===== src/pbs_consts.vh =====
// Constants for the power button sleep sequencer.
// Assumes a 25 MHz standby clock; included by bare name.
`ifndef PBS_CONSTS_VH
`define PBS_CONSTS_VH
`define PBS_CLK_HZ        25000000
`define PBS_LONG_PRESS_MS 4000
`define PBS_DEBOUNCE_US   10000
`define PBS_LONG_CYC      ((`PBS_CLK_HZ / 1000) * `PBS_LONG_PRESS_MS)
`define PBS_DEB_CYC       ((`PBS_CLK_HZ / 1000000) * `PBS_DEBOUNCE_US)
`define PBS_ST_S0         3'h0
`define PBS_ST_S1         3'h1
`define PBS_ST_S3         3'h3
`define PBS_ST_S4         3'h4
`define PBS_ST_S5         3'h5
`define PBS_AFL_OFF       2'h0
`define PBS_AFL_ON        2'h1
`define PBS_AFL_LAST      2'h2
`endif


===== src/pbs_button_timer.v =====
// Debounces the power switch and measures each press length.
// Assumes the switch input is already synchronised to i_core_clk.
`timescale 1ns/10ps
`include "pbs_consts.vh"
module pbs_button_timer #(
  parameter DEB_CYC  = `PBS_DEB_CYC,
  parameter LONG_CYC = `PBS_LONG_CYC
) (
  // Clock and reset
  input  wire i_core_clk,
  input  wire i_rst,
  // Synchronised switch level
  input  wire i_sw_sync,
  // Press results, one-cycle pulses at release or at threshold
  output reg  o_short_press,
  output reg  o_long_press
);
  reg [19:0] deb_cnt_q;
  reg        sw_deb_q;
  reg [27:0] hold_cnt_q;
  reg        long_done_q;

  // RULE13 debounce filter
  always @(posedge i_core_clk) begin
    if (i_rst) begin
      deb_cnt_q <= 20'h00000;
      sw_deb_q  <= 1'b0;
    end else if (i_sw_sync == sw_deb_q) begin
      deb_cnt_q <= 20'h00000;
    end else if (deb_cnt_q == DEB_CYC[19:0] - 20'h00001) begin
      deb_cnt_q <= 20'h00000;
      sw_deb_q  <= i_sw_sync;
    end else begin
      deb_cnt_q <= deb_cnt_q + 20'h00001;
    end
  end

  // RULE13 press timer, exactly four seconds counts as long
  // Long press fires while still held so a stuck switch still powers off
  always @(posedge i_core_clk) begin
    if (i_rst) begin
      hold_cnt_q    <= 28'h0000000;
      long_done_q   <= 1'b0;
      o_short_press <= 1'b0;
      o_long_press  <= 1'b0;
    end else begin
      o_short_press <= 1'b0;
      o_long_press  <= 1'b0;
      if (sw_deb_q) begin
        if (!long_done_q) begin
          if (hold_cnt_q == LONG_CYC[27:0] - 28'h0000001) begin
            long_done_q  <= 1'b1;
            o_long_press <= 1'b1;
          end else begin
            hold_cnt_q <= hold_cnt_q + 28'h0000001;
          end
        end
      end else begin
        if (!long_done_q && hold_cnt_q != 28'h0000000) begin
          o_short_press <= 1'b1;
        end
        hold_cnt_q  <= 28'h0000000;
        long_done_q <= 1'b0;
      end
    end
  end
endmodule // pbs_button_timer


===== src/pbs_sequencer.v =====
// Power state sequencer: S0, S1, S3, S4, S5 tracking, wake, supply control.
// Assumes standby clock and reset; pins arrive asynchronous and are synchronised.
// Notes on behaviour
// RULE1 - A short press in soft-off moves the system to working.
// RULE2 - A short press while working enters the configured sleep state, S1 or S3.
// RULE3 - A long press while working forces a fail-safe power-off to soft-off.
// RULE4 - A short press while sleeping in S1 or S3 wakes the system to working.
// RULE5 - A long press while sleeping in S1 or S3 powers the system off instead.
// RULE6 - Power switch and RTC alarm wake the system from S1, S3, S4 and S5.
// RULE7 - Modem, PS/2 and USB wakes count only from S1 and S3.
// RULE8 - LAN and PME wake from S1, S3, S4, and from S5 only when enabled, default off.
// RULE9 - The software power-off command drops all main rails but keeps standby.
// RULE10 - After mains returns the prior on or off state is restored by default, selectable.
// RULE11 - In S3, S4, S5 only wake logic is powered and leaving S5 is a cold boot.
// RULE12 - In S1 the processor is held in stop grant with context retained.
// RULE13 - The switch is debounced and timed, and exactly four seconds is a long press.
`timescale 1ns/10ps
`include "pbs_consts.vh"
module pbs_sequencer #(
  parameter DEB_CYC  = `PBS_DEB_CYC,
  parameter LONG_CYC = `PBS_LONG_CYC
) (
  // Clock and reset
  input  wire       i_core_clk,
  input  wire       i_rst,
  // Front panel and wake pins, asynchronous
  input  wire       i_pwr_sw,
  input  wire       i_rtc_alarm,
  input  wire       i_lan_wake,
  input  wire       i_pme_n,
  input  wire       i_modem_ri,
  input  wire       i_ps2_act,
  input  wire       i_usb_act,
  input  wire       i_ac_ok,
  // Operating system commands, same clock, one-cycle pulses
  input  wire       i_os_sleep_s1,
  input  wire       i_os_sleep_s3,
  input  wire       i_os_sleep_s4,
  input  wire       i_os_soft_off,
  // Configuration levels, same clock
  input  wire       i_cfg_btn_s3,
  input  wire       i_cfg_s5_lan_wake,
  input  wire [1:0] i_cfg_after_fail,
  // Supply and processor control
  output reg        o_main_rails_on,
  output reg        o_cpu_stop_grant,
  output reg        o_cold_boot,
  output reg        o_wake_event,
  output reg  [2:0] o_sys_state
);
  // Sleep state codes for the state machine
  localparam [2:0] ST_S0 = `PBS_ST_S0;
  localparam [2:0] ST_S1 = `PBS_ST_S1;
  localparam [2:0] ST_S3 = `PBS_ST_S3;
  localparam [2:0] ST_S4 = `PBS_ST_S4;
  localparam [2:0] ST_S5 = `PBS_ST_S5;

  reg [7:0]  sync1_q;
  reg [7:0]  sync2_q;
  reg [7:0]  prev_q;
  reg [2:0]  state_q;
  reg [2:0]  state_d;
  reg        last_on_q;
  reg        cold_d;
  wire       short_press;
  wire       long_press;
  wire       sw_sync;
  wire       rtc_rise;
  wire       lan_rise;
  wire       pme_rise;
  wire       modem_rise;
  wire       ps2_rise;
  wire       usb_rise;
  wire       ac_ok;
  wire       ac_rise;
  wire       wake_any;
  wire       wake_ls;

  // Light sleep states keep context and accept every wake source
  function is_light;
    input [2:0] s;
    begin
      is_light = (s == ST_S1) || (s == ST_S3);
    end
  endfunction

  // Rising edge of a synchronised level against its previous sample
  function rise_of;
    input now_v;
    input old_v;
    begin
      rise_of = now_v & ~old_v;
    end
  endfunction

  // Two-stage synchronisers; PME is active low so inverted first
  // History resets low; a mains rise after reset applies the restore policy
  always @(posedge i_core_clk) begin
    if (i_rst) begin
      sync1_q <= 8'h00;
      sync2_q <= 8'h00;
      prev_q  <= 8'h00;
    end else begin
      sync1_q <= {i_ac_ok, i_usb_act, i_ps2_act, i_modem_ri, ~i_pme_n,
                  i_lan_wake, i_rtc_alarm, i_pwr_sw};
      sync2_q <= sync1_q;
      prev_q  <= sync2_q;
    end
  end

  assign sw_sync    = sync2_q[0];
  assign rtc_rise   = rise_of(sync2_q[1], prev_q[1]);
  assign lan_rise   = rise_of(sync2_q[2], prev_q[2]);
  assign pme_rise   = rise_of(sync2_q[3], prev_q[3]);
  assign modem_rise = rise_of(sync2_q[4], prev_q[4]);
  assign ps2_rise   = rise_of(sync2_q[5], prev_q[5]);
  assign usb_rise   = rise_of(sync2_q[6], prev_q[6]);
  assign ac_ok      = sync2_q[7];
  assign ac_rise    = rise_of(sync2_q[7], prev_q[7]);

  // RULE13 switch timing in its own module
  pbs_button_timer #(
    .DEB_CYC  (DEB_CYC),
    .LONG_CYC (LONG_CYC)
  ) u_btn (
    .i_core_clk    (i_core_clk),
    .i_rst         (i_rst),
    .i_sw_sync     (sw_sync),
    .o_short_press (short_press),
    .o_long_press  (long_press)
  );

  // RULE7 low-power-only wakes
  assign wake_ls  = modem_rise | ps2_rise | usb_rise;
  // Wake qualified by the current sleeping state
  assign wake_any =
    // RULE6 switch and alarm
    ((state_q != ST_S0) & (short_press | rtc_rise)) |
    (is_light(state_q) & wake_ls) |
    // RULE8 network and PME, S5 gated by enable
    ((is_light(state_q) || state_q == ST_S4) & (lan_rise | pme_rise)) |
    ((state_q == ST_S5) & i_cfg_s5_lan_wake & (lan_rise | pme_rise));

  // Next-state logic; mains loss drops everything into S5
  always @* begin
    state_d = state_q;
    cold_d  = 1'b0;
    if (!ac_ok) begin
      state_d = `PBS_ST_S5;
    end else if (ac_rise) begin
      // RULE10 restore per after-failure setting
      if (i_cfg_after_fail == `PBS_AFL_ON ||
          (i_cfg_after_fail == `PBS_AFL_LAST && last_on_q)) begin
        state_d = `PBS_ST_S0;
        cold_d  = 1'b1;
      end else begin
        state_d = `PBS_ST_S5;
      end
    end else begin
      case (state_q)
        `PBS_ST_S0: begin
          if (long_press) begin
            // RULE3 fail-safe off
            state_d = `PBS_ST_S5;
          end else if (i_os_soft_off) begin
            // RULE9 software off
            state_d = `PBS_ST_S5;
          end else if (short_press) begin
            // RULE2 configured sleep
            state_d = i_cfg_btn_s3 ? `PBS_ST_S3 : `PBS_ST_S1;
          end else if (i_os_sleep_s1) begin
            state_d = `PBS_ST_S1;
          end else if (i_os_sleep_s3) begin
            state_d = `PBS_ST_S3;
          end else if (i_os_sleep_s4) begin
            state_d = `PBS_ST_S4;
          end
        end
        `PBS_ST_S1, `PBS_ST_S3: begin
          if (long_press) begin
            // RULE5 long press powers off
            state_d = `PBS_ST_S5;
          end else if (wake_any) begin
            // RULE4 wake to working
            state_d = `PBS_ST_S0;
          end
        end
        `PBS_ST_S4, `PBS_ST_S5: begin
          if (wake_any) begin
            // RULE1 power-on; RULE11 no context, cold boot
            state_d = `PBS_ST_S0;
            cold_d  = 1'b1;
          end
        end
        default: begin
          state_d = `PBS_ST_S5;
        end
      endcase
    end
  end

  // State and remembered on/off, last kept across mains loss
  always @(posedge i_core_clk) begin
    if (i_rst) begin
      state_q   <= `PBS_ST_S5;
      last_on_q <= 1'b0;
    end else begin
      state_q   <= state_d;
      // Frozen while mains is low so the forced S5 cannot overwrite it
      if (ac_ok && !ac_rise) begin
        last_on_q <= (state_q != `PBS_ST_S5);
      end
    end
  end

  // Registered outputs
  always @(posedge i_core_clk) begin
    if (i_rst) begin
      o_main_rails_on  <= 1'b0;
      o_cpu_stop_grant <= 1'b0;
      o_cold_boot      <= 1'b0;
      o_wake_event     <= 1'b0;
      o_sys_state      <= `PBS_ST_S5;
    end else begin
      // RULE9 RULE11 main rails only in S0 and S1, standby untouched
      o_main_rails_on  <= (state_d == `PBS_ST_S0) || (state_d == `PBS_ST_S1);
      // RULE12 stop grant while in S1
      o_cpu_stop_grant <= (state_d == `PBS_ST_S1);
      o_cold_boot      <= cold_d;
      o_wake_event     <= (state_q != `PBS_ST_S0) && (state_d == `PBS_ST_S0);
      o_sys_state      <= state_d;
    end
  end
endmodule // pbs_sequencer


===== config.mk =====
export PLATFORM = sky130hd
export DESIGN_NAME = pbs_sequencer
export DESIGN_NICKNAME = d
export VERILOG_FILES = /design/src/pbs_button_timer.v /design/src/pbs_sequencer.v
export VERILOG_INCLUDE_DIRS = /design/src
export SDC_FILE = /design/constraint.sdc
export NUM_CORES = 1
export LEC_CHECK = 0
export BUFFER_PORTS_ARGS = -buffer_cell sky130_fd_sc_hd__buf_4
export CORE_MARGIN = 2
export CORE_UTILIZATION = 30
export CTS_CLUSTER_DIAMETER = 50
export DETAILED_ROUTE_END_ITERATION = 10
export RECOVER_POWER = 25
export SETUP_SLACK_MARGIN = 0.4
export SLEW_MARGIN = 20
export SYNTH_ARGS = -nofsm -noshare
export SYNTH_HDL_FRONTEND = slang
export SYNTH_SLANG_ARGS = --single-unit

===== constraint.sdc =====
create_clock -name i_core_clk -period 2.3 [get_ports i_core_clk]
set_input_delay 0.115 -clock i_core_clk [delete_from_list [all_inputs] [get_ports i_core_clk]]
set_output_delay 0.115 -clock i_core_clk [all_outputs]
set_load 0.01 [all_outputs]

* Word-level counts from Yosys, hierarchy flattened
Cells that the tools add are included.
Widths: inputs -> output; s select.
** Word-level totals
- Flip-flop bits (word level) :: 84
- Input port bits :: 18
- Output and inout bits :: 7
- Word-level logic and storage cells :: 103
** Operators by class
- Add/subtract/negate cells :: 2
- Equality and inequality tests :: 11
- Mux-type cells :: 20
- Bitwise gates (word level) :: 32
- Reduce and logical (&&, ||, !) cells :: 23
** Operator list (count)
- $mux 3 :: 11
- $add 28x1->28 const B :: 1
- $eq 28x27->1 const B :: 1
- $reduce_bool 28->1 :: 1
- $add 20x1->20 const B :: 1
- $eq 20x18->1 const B :: 1
- $not 1->1 :: 13
- $and 1x1->1 :: 12
- $reduce_or 2->1 :: 5
- $pmux 3 s3 :: 1
- $mux 1 :: 7
- $or 1x1->1 :: 7
- $eq 3x1->1 const B :: 2
- $eq 3x3->1 const B :: 2
- $logic_not 3->1 :: 2
- $reduce_or 3->1 :: 2
- $logic_and 1x1->1 :: 4
- $logic_or 1x1->1 :: 4
- $reduce_and 2->1 :: 2
- $eq 3x2->1 const B :: 1
- $ne 3x3->1 const B :: 1
- $reduce_bool 3->1 :: 1
- $eq 2x1->1 const B :: 1
- $eq 2x2->1 const B :: 1
- other kinds (3) :: 4

* Depth between registers and ports, before layout
- Depth in word-level cells :: 15
- Gate-level depth with buffers :: 8
- Gate-level depth less buffers :: 6

* Hierarchy
From an unflattened synthesis, not the netlist that was laid out.
** Unflattened totals
- Cell total of the unflattened synthesis :: 398
- Area, all modules :: 3522.1 um^2
** Modules (own cells, without submodules)
- pbs_button_timer :: instances 1, cells an instance 286, area each 2416.1 um^2, seq. area each 1041.0 um^2
- pbs_sequencer :: instances 1, cells an instance 112, area each 1106.1 um^2, seq. area each 620.6 um^2

* Worst setup path before layout
OpenSTA, ideal clock, no wires.
- Path type :: reg-to-reg
- Start point :: register u_btn.hold_cnt_q[0]
- End point :: register u_btn.hold_cnt_q[3]
- Setup time :: 0.132 ns
- Arrival :: 1.627 ns
- Data required time :: 2.168 ns
- Path slack :: 0.541 ns
- Cell stages (with the launch flop) :: 8
- Path buffers :: 1
- Clock period less this slack :: 1.759 ns
- Cells stage by stage :: dfxtp_1 -> ha_1 -> and2_1 -> nand3_2 -> o41ai_4 -> buf_6 -> or3_2 -> a21oi_1
** On the way
- Cells in the longest elaborated chain, start to end :: 3
- Elaborated cells between the ends (all ways) :: 4
- Those cells by class :: add/sub (1); eq/ne (1); bitwise (1); reduce/logical (1)
** RTL lines
- start: declaration :: line pbs_button_timer.v:20 : reg [27:0] hold_cnt_q;
- start signal: assignment :: line pbs_button_timer.v:55 : hold_cnt_q <= hold_cnt_q + 28'h0000001;
- parallel branches: the longest is 3 deep, another holds $add 28x1->28
Several ways; the timed one is not identified.
A chain may end at the register's enable or synchronous reset.

* Worst setup path after layout
- Start point :: register u_btn.hold_cnt_q[13]
- End point :: register u_btn.hold_cnt_q[23]
The elaborated chain is that of the path after synthesis.

==> implementation parameters <==
Parameter                              Value

Run status
  Status    completed

Routing
  Via count    ~3000
  Drt first-iter violations    about 190
  Number of detailed-routing iterations run before antenna repair    4
  Routed wirelength normalized by instance count    approximately 13 um
  Vias per inst    5.042
  Final Routed Wirelength    7705 um
  Count of nets left with antenna violations after detail routing    0
  DRC violations left    0

Timing
  Setup violators final    0
  Final Critical Period    about 1.8 ns
  Number of pins exceeding their max-slew limit in the final report    0
  Maximum clock skew at final layout    around 0.0095 ns
  Post-route fraction of the period consumed by the critical path    between 70 and 80%
  Relative slew slack    between 60% and 70%
  FMAX    between 500 and 600 MHz
  RSZ-0062 raised after global routing    no
  Worst Max-Slew Pin Slew    just under 0.6 ns
  Setup TNS    0 ns
  Endpoints failing hold    0

Layout
  Count of placed standard cells in the final layout, fillers left out    598
  Final cell utilization of the core    a little under two fifths
  Share of cells above drive strength 1    between 15 and 20%
  Area growth from synthesis to final layout    22.40%
  Layout Nets    approximately 470
  Antenna Cells    0

Place
  Number of buffer cells added on primary ports    24
  GP Congestion    just over 0.8
  Cell count after placement    between 500 and 600
  Final HPWL from detailed placement    5256 um

Power
  Part of the total power dissipated in sequential elements    about 48%
  Total power    roughly 3 mW
  Worst-case vdd ir drop    about 0.38 mV
  Sw frac    a little over a fifth
  Total internal power    2.359 mW
  Clk pwr share    between 40 and 50%
  Switching pwr    0.6645 mW
  Combinational share of power    2.7%
  Cell area power density    676.2 nW/um2
  Leakage power of the design    approximately 1.7 nW

Clocking
  Root buffer cell    clkbuf_16
  Maximum level of the CTS H-tree    3
  Max clock buf depth    2
  Worst-path clk slew    around 0.070 ns
  TritonCTS clock tree    built
  TritonCTS buffer count    9
  Worst-Skew Late Latency    about 0.34 ns
  Number of clock sinks    83

Worst setup path
  Most common cell on crit path    nand4_4
  Worst Path Required    about 2.6 ns
  Largest stage delay, worst path    0.49 ns
  Path depth of the worst reg2reg path    5
  Worst path arrival time    2.07 ns
  Crit path max-delay cell type    dfxtp_1
  Crit path kind    flop to flop
  Sort of element at the start of the critical path    flop
  Combined buffer and inverter count along the critical path    0
  CP top delay family    simple AND/OR/NAND/NOR gates
  Worst reg2reg endpoint    u_btn.hold_cnt_q[23]
  Largest fanout of any net on the critical path    7
  Reg2Reg Launch Point    u_btn.hold_cnt_q[13]
  Crit path capture type    flop
  Cell-by-cell listing of the critical path    nand4_4, nor3_4, nand4_4, or3_1, a21oi_1
  Setup slack on the worst flop-to-flop path    ~0.5 ns

GRT
  Grt total ovfl    0
  First-pass GRT wire length    approximately 13000 um
  Total track usage    between 10% and 20%
  Maximum number of pins on one net before global-route repair    34
  Via count of the first global-routing pass    about 2900
  Antenna violations before repair    0

Floorplanning
  Total core area    between 10000 and 15000 um2
  Vert. Die Dim    approximately 110 um
  Die area    between 10000 and 15000 um2
  FP Rows    40
  Initial core utilization    between 30% and 40%
  Top-Level Pins    25
  Chip Width    between 100 and 150 um

Synth
  Sequential fraction of the synthesis area    between 40 and 50%
  Yosys cell types    55
  Area share of the largest cell type after synthesis    a little under half
  Number of enable-type register cells in the synthesized netlist    0
  Number of register bits inferred by synthesis    a little over 80
  Net count after synthesis    426
  Top FF cell, synth    dfxtp_1
  Synth warn    0
  Syn Std Cell Area    approximately 3700 um2
  Dominant cells by area after synthesis    dfxtp_1 (45%), nor2_1 (5.8%), nor2b_1 (5.3%), xor2_1 (4.6%), xnor2_1 (3.6%)
  Synth async-reset ratio    0%
  Mean area per synthesized cell    between 9 and 10 um2
  Library cell with the largest summed area after synthesis    dfxtp_1
  Syn Inst Count    approximately 410

Hold path
  Worst Hold Path Cells    4
  Kind of path behind the tightest hold check    input port to flop
  Destination of the worst hold path    o_sys_state[1]
  Hold Path Origin    i_os_soft_off

Flow run
  Total of max-cap violations    0
## synth_stat cells, drive strengths merged, types with 2 or more instances
master   n
nand4   18
or3     10
and3     6
o21ai   12
xor2    19
mux2i    2
buf      4
dfxtp   83
nor2    56
and4     9
nor3    13
or4      2
ha       3
clkbuf   7
nor4    11
inv     14
nand2b   2
nand3   20
and2     5
a21oi   15
xnor2   15
a31o     2
nand2   22
o31ai    3
o211ai   2
nor2b   31
## registers in the layout (all words and copies together) (netlist names)
signal	cells
last_on_q	1
o_cold_boot	1
o_cpu_stop_grant	1
o_main_rails_on	1
o_sys_state	3
o_wake_event	1
prev_q	7
sync1_q	8
sync2_q	8
u_btn.deb_cnt_q	20
u_btn.hold_cnt_q	28
u_btn.long_done_q	1
u_btn.o_long_press	1
u_btn.o_short_press	1
u_btn.sw_deb_q	1
## metal layers
| layer | vias to the layer above | wire (um) | GRT usage (%) |
|---|---|---|---|
| li1 | 1513 | - | - |
| met1 | 1429 | 3517 | 15.27 |
| met2 | 65 | 3772 | 20.63 |
| met3 | 8 | 294 | 3.070 |
| met4 | 0 | 121 | 5.285 |
| met5 | - | 0 | 0 |
## tightest hold or removal path: cells and delay by family
| family | cells | cell delay, ns |
|---|---|---|
| AND/OR/NAND/NOR | 2 | 0.13 |
| buffers and inverters | 1 | 0.09 |
| AO/OA/AOI/OAI | 1 | 0.06 |
## final cells by class
class	count	area, um2
clock buffers	9	225.2
well taps	147	183.9
multi-input cells	297	1918
inverters	14	52.55
repair buffers	41	344.1
clock inverters	7	80.08
fillers	1191	7490
flip-flops and latches	83	1668
## how the worst max path moves through the flow
stage,slack (ns),from,end,cells after the start
2_1_floorplan,0.54,u_btn.hold_cnt_q[0],u_btn.hold_cnt_q[3],7
3_3_place_gp,0.44,u_btn.hold_cnt_q[0],u_btn.hold_cnt_q[18],6
3_5_place_dp,0.36,u_btn.hold_cnt_q[0],u_btn.hold_cnt_q[18],6
4_1_cts,0.40,o_sys_state[0],o_cpu_stop_grant,5
5_1_grt,0.39,u_btn.deb_cnt_q[0],u_btn.deb_cnt_q[6],7
6_report,0.50,u_btn.hold_cnt_q[13],u_btn.hold_cnt_q[23],5
## power groups by stage
stage / logic (mW) / clock network (mW) / registers (mW)
floorplan: 0.0390 / 0 / 1.49
global placement: 0.0711 / 0 / 1.49
detailed placement: 0.0725 / 0 / 1.49
CTS: 0.0837 / 1.51 / 1.46
global route: 0.0915 / 1.57 / 1.46
finish: 0.0828 / 1.48 / 1.46
## repair_timing
| action | CTS | global route |
|---|---|---|
| hold buffers | 8 | 0 |
| gates cloned | 0 | 0 |
| endpoints found under the hold margin | 8 | 0 |
| gates resized for setup | 2 | 13 |
| setup endpoints to repair | 12 | 39 |
| buffers inserted | 0 | 4 |
| pin swaps | 1 | 5 |
## kinds of logic after synthesis
logic type	synth area share [%]
flip-flops	45.48
multiplexers	0.8562
AO/OA/AOI/OAI	8.699
adder cells (fa/ha/maj)	1.028
AND/OR/NAND/NOR	32.95
buffers and inverters	2.842
XOR/XNOR	8.151
## stage by stage
step	instance area (um2)	setup slack (ns)	hold WS [ns]
after floorplan	3654	0.5407	0.1817
after global placement	4004	0.4422	0.2680
after detailed placement	4004	0.3607	0.2705
after CTS	4393	0.4001	0.1007
after global routing	4472	0.3910	0.1523
final	4472	0.4972	0.1162
## cells in the final DEF (no fill, tap or decap), drive strengths merged, types with 5 or more instances in the layout
master,instances
dfxtp,83
nor2,56
nor2b,31
buf,26
nand2,22
nand3,20
xor2,19
nand4,18
inv,18
clkbuf,16
xnor2,15
a21oi,15
nor3,13
o21ai,12
nor4,11
or3,10
and4,9
dlygate4sd3,8
and3,6
and2,5
No activity file was read; power rests on OpenSTA's default activity.
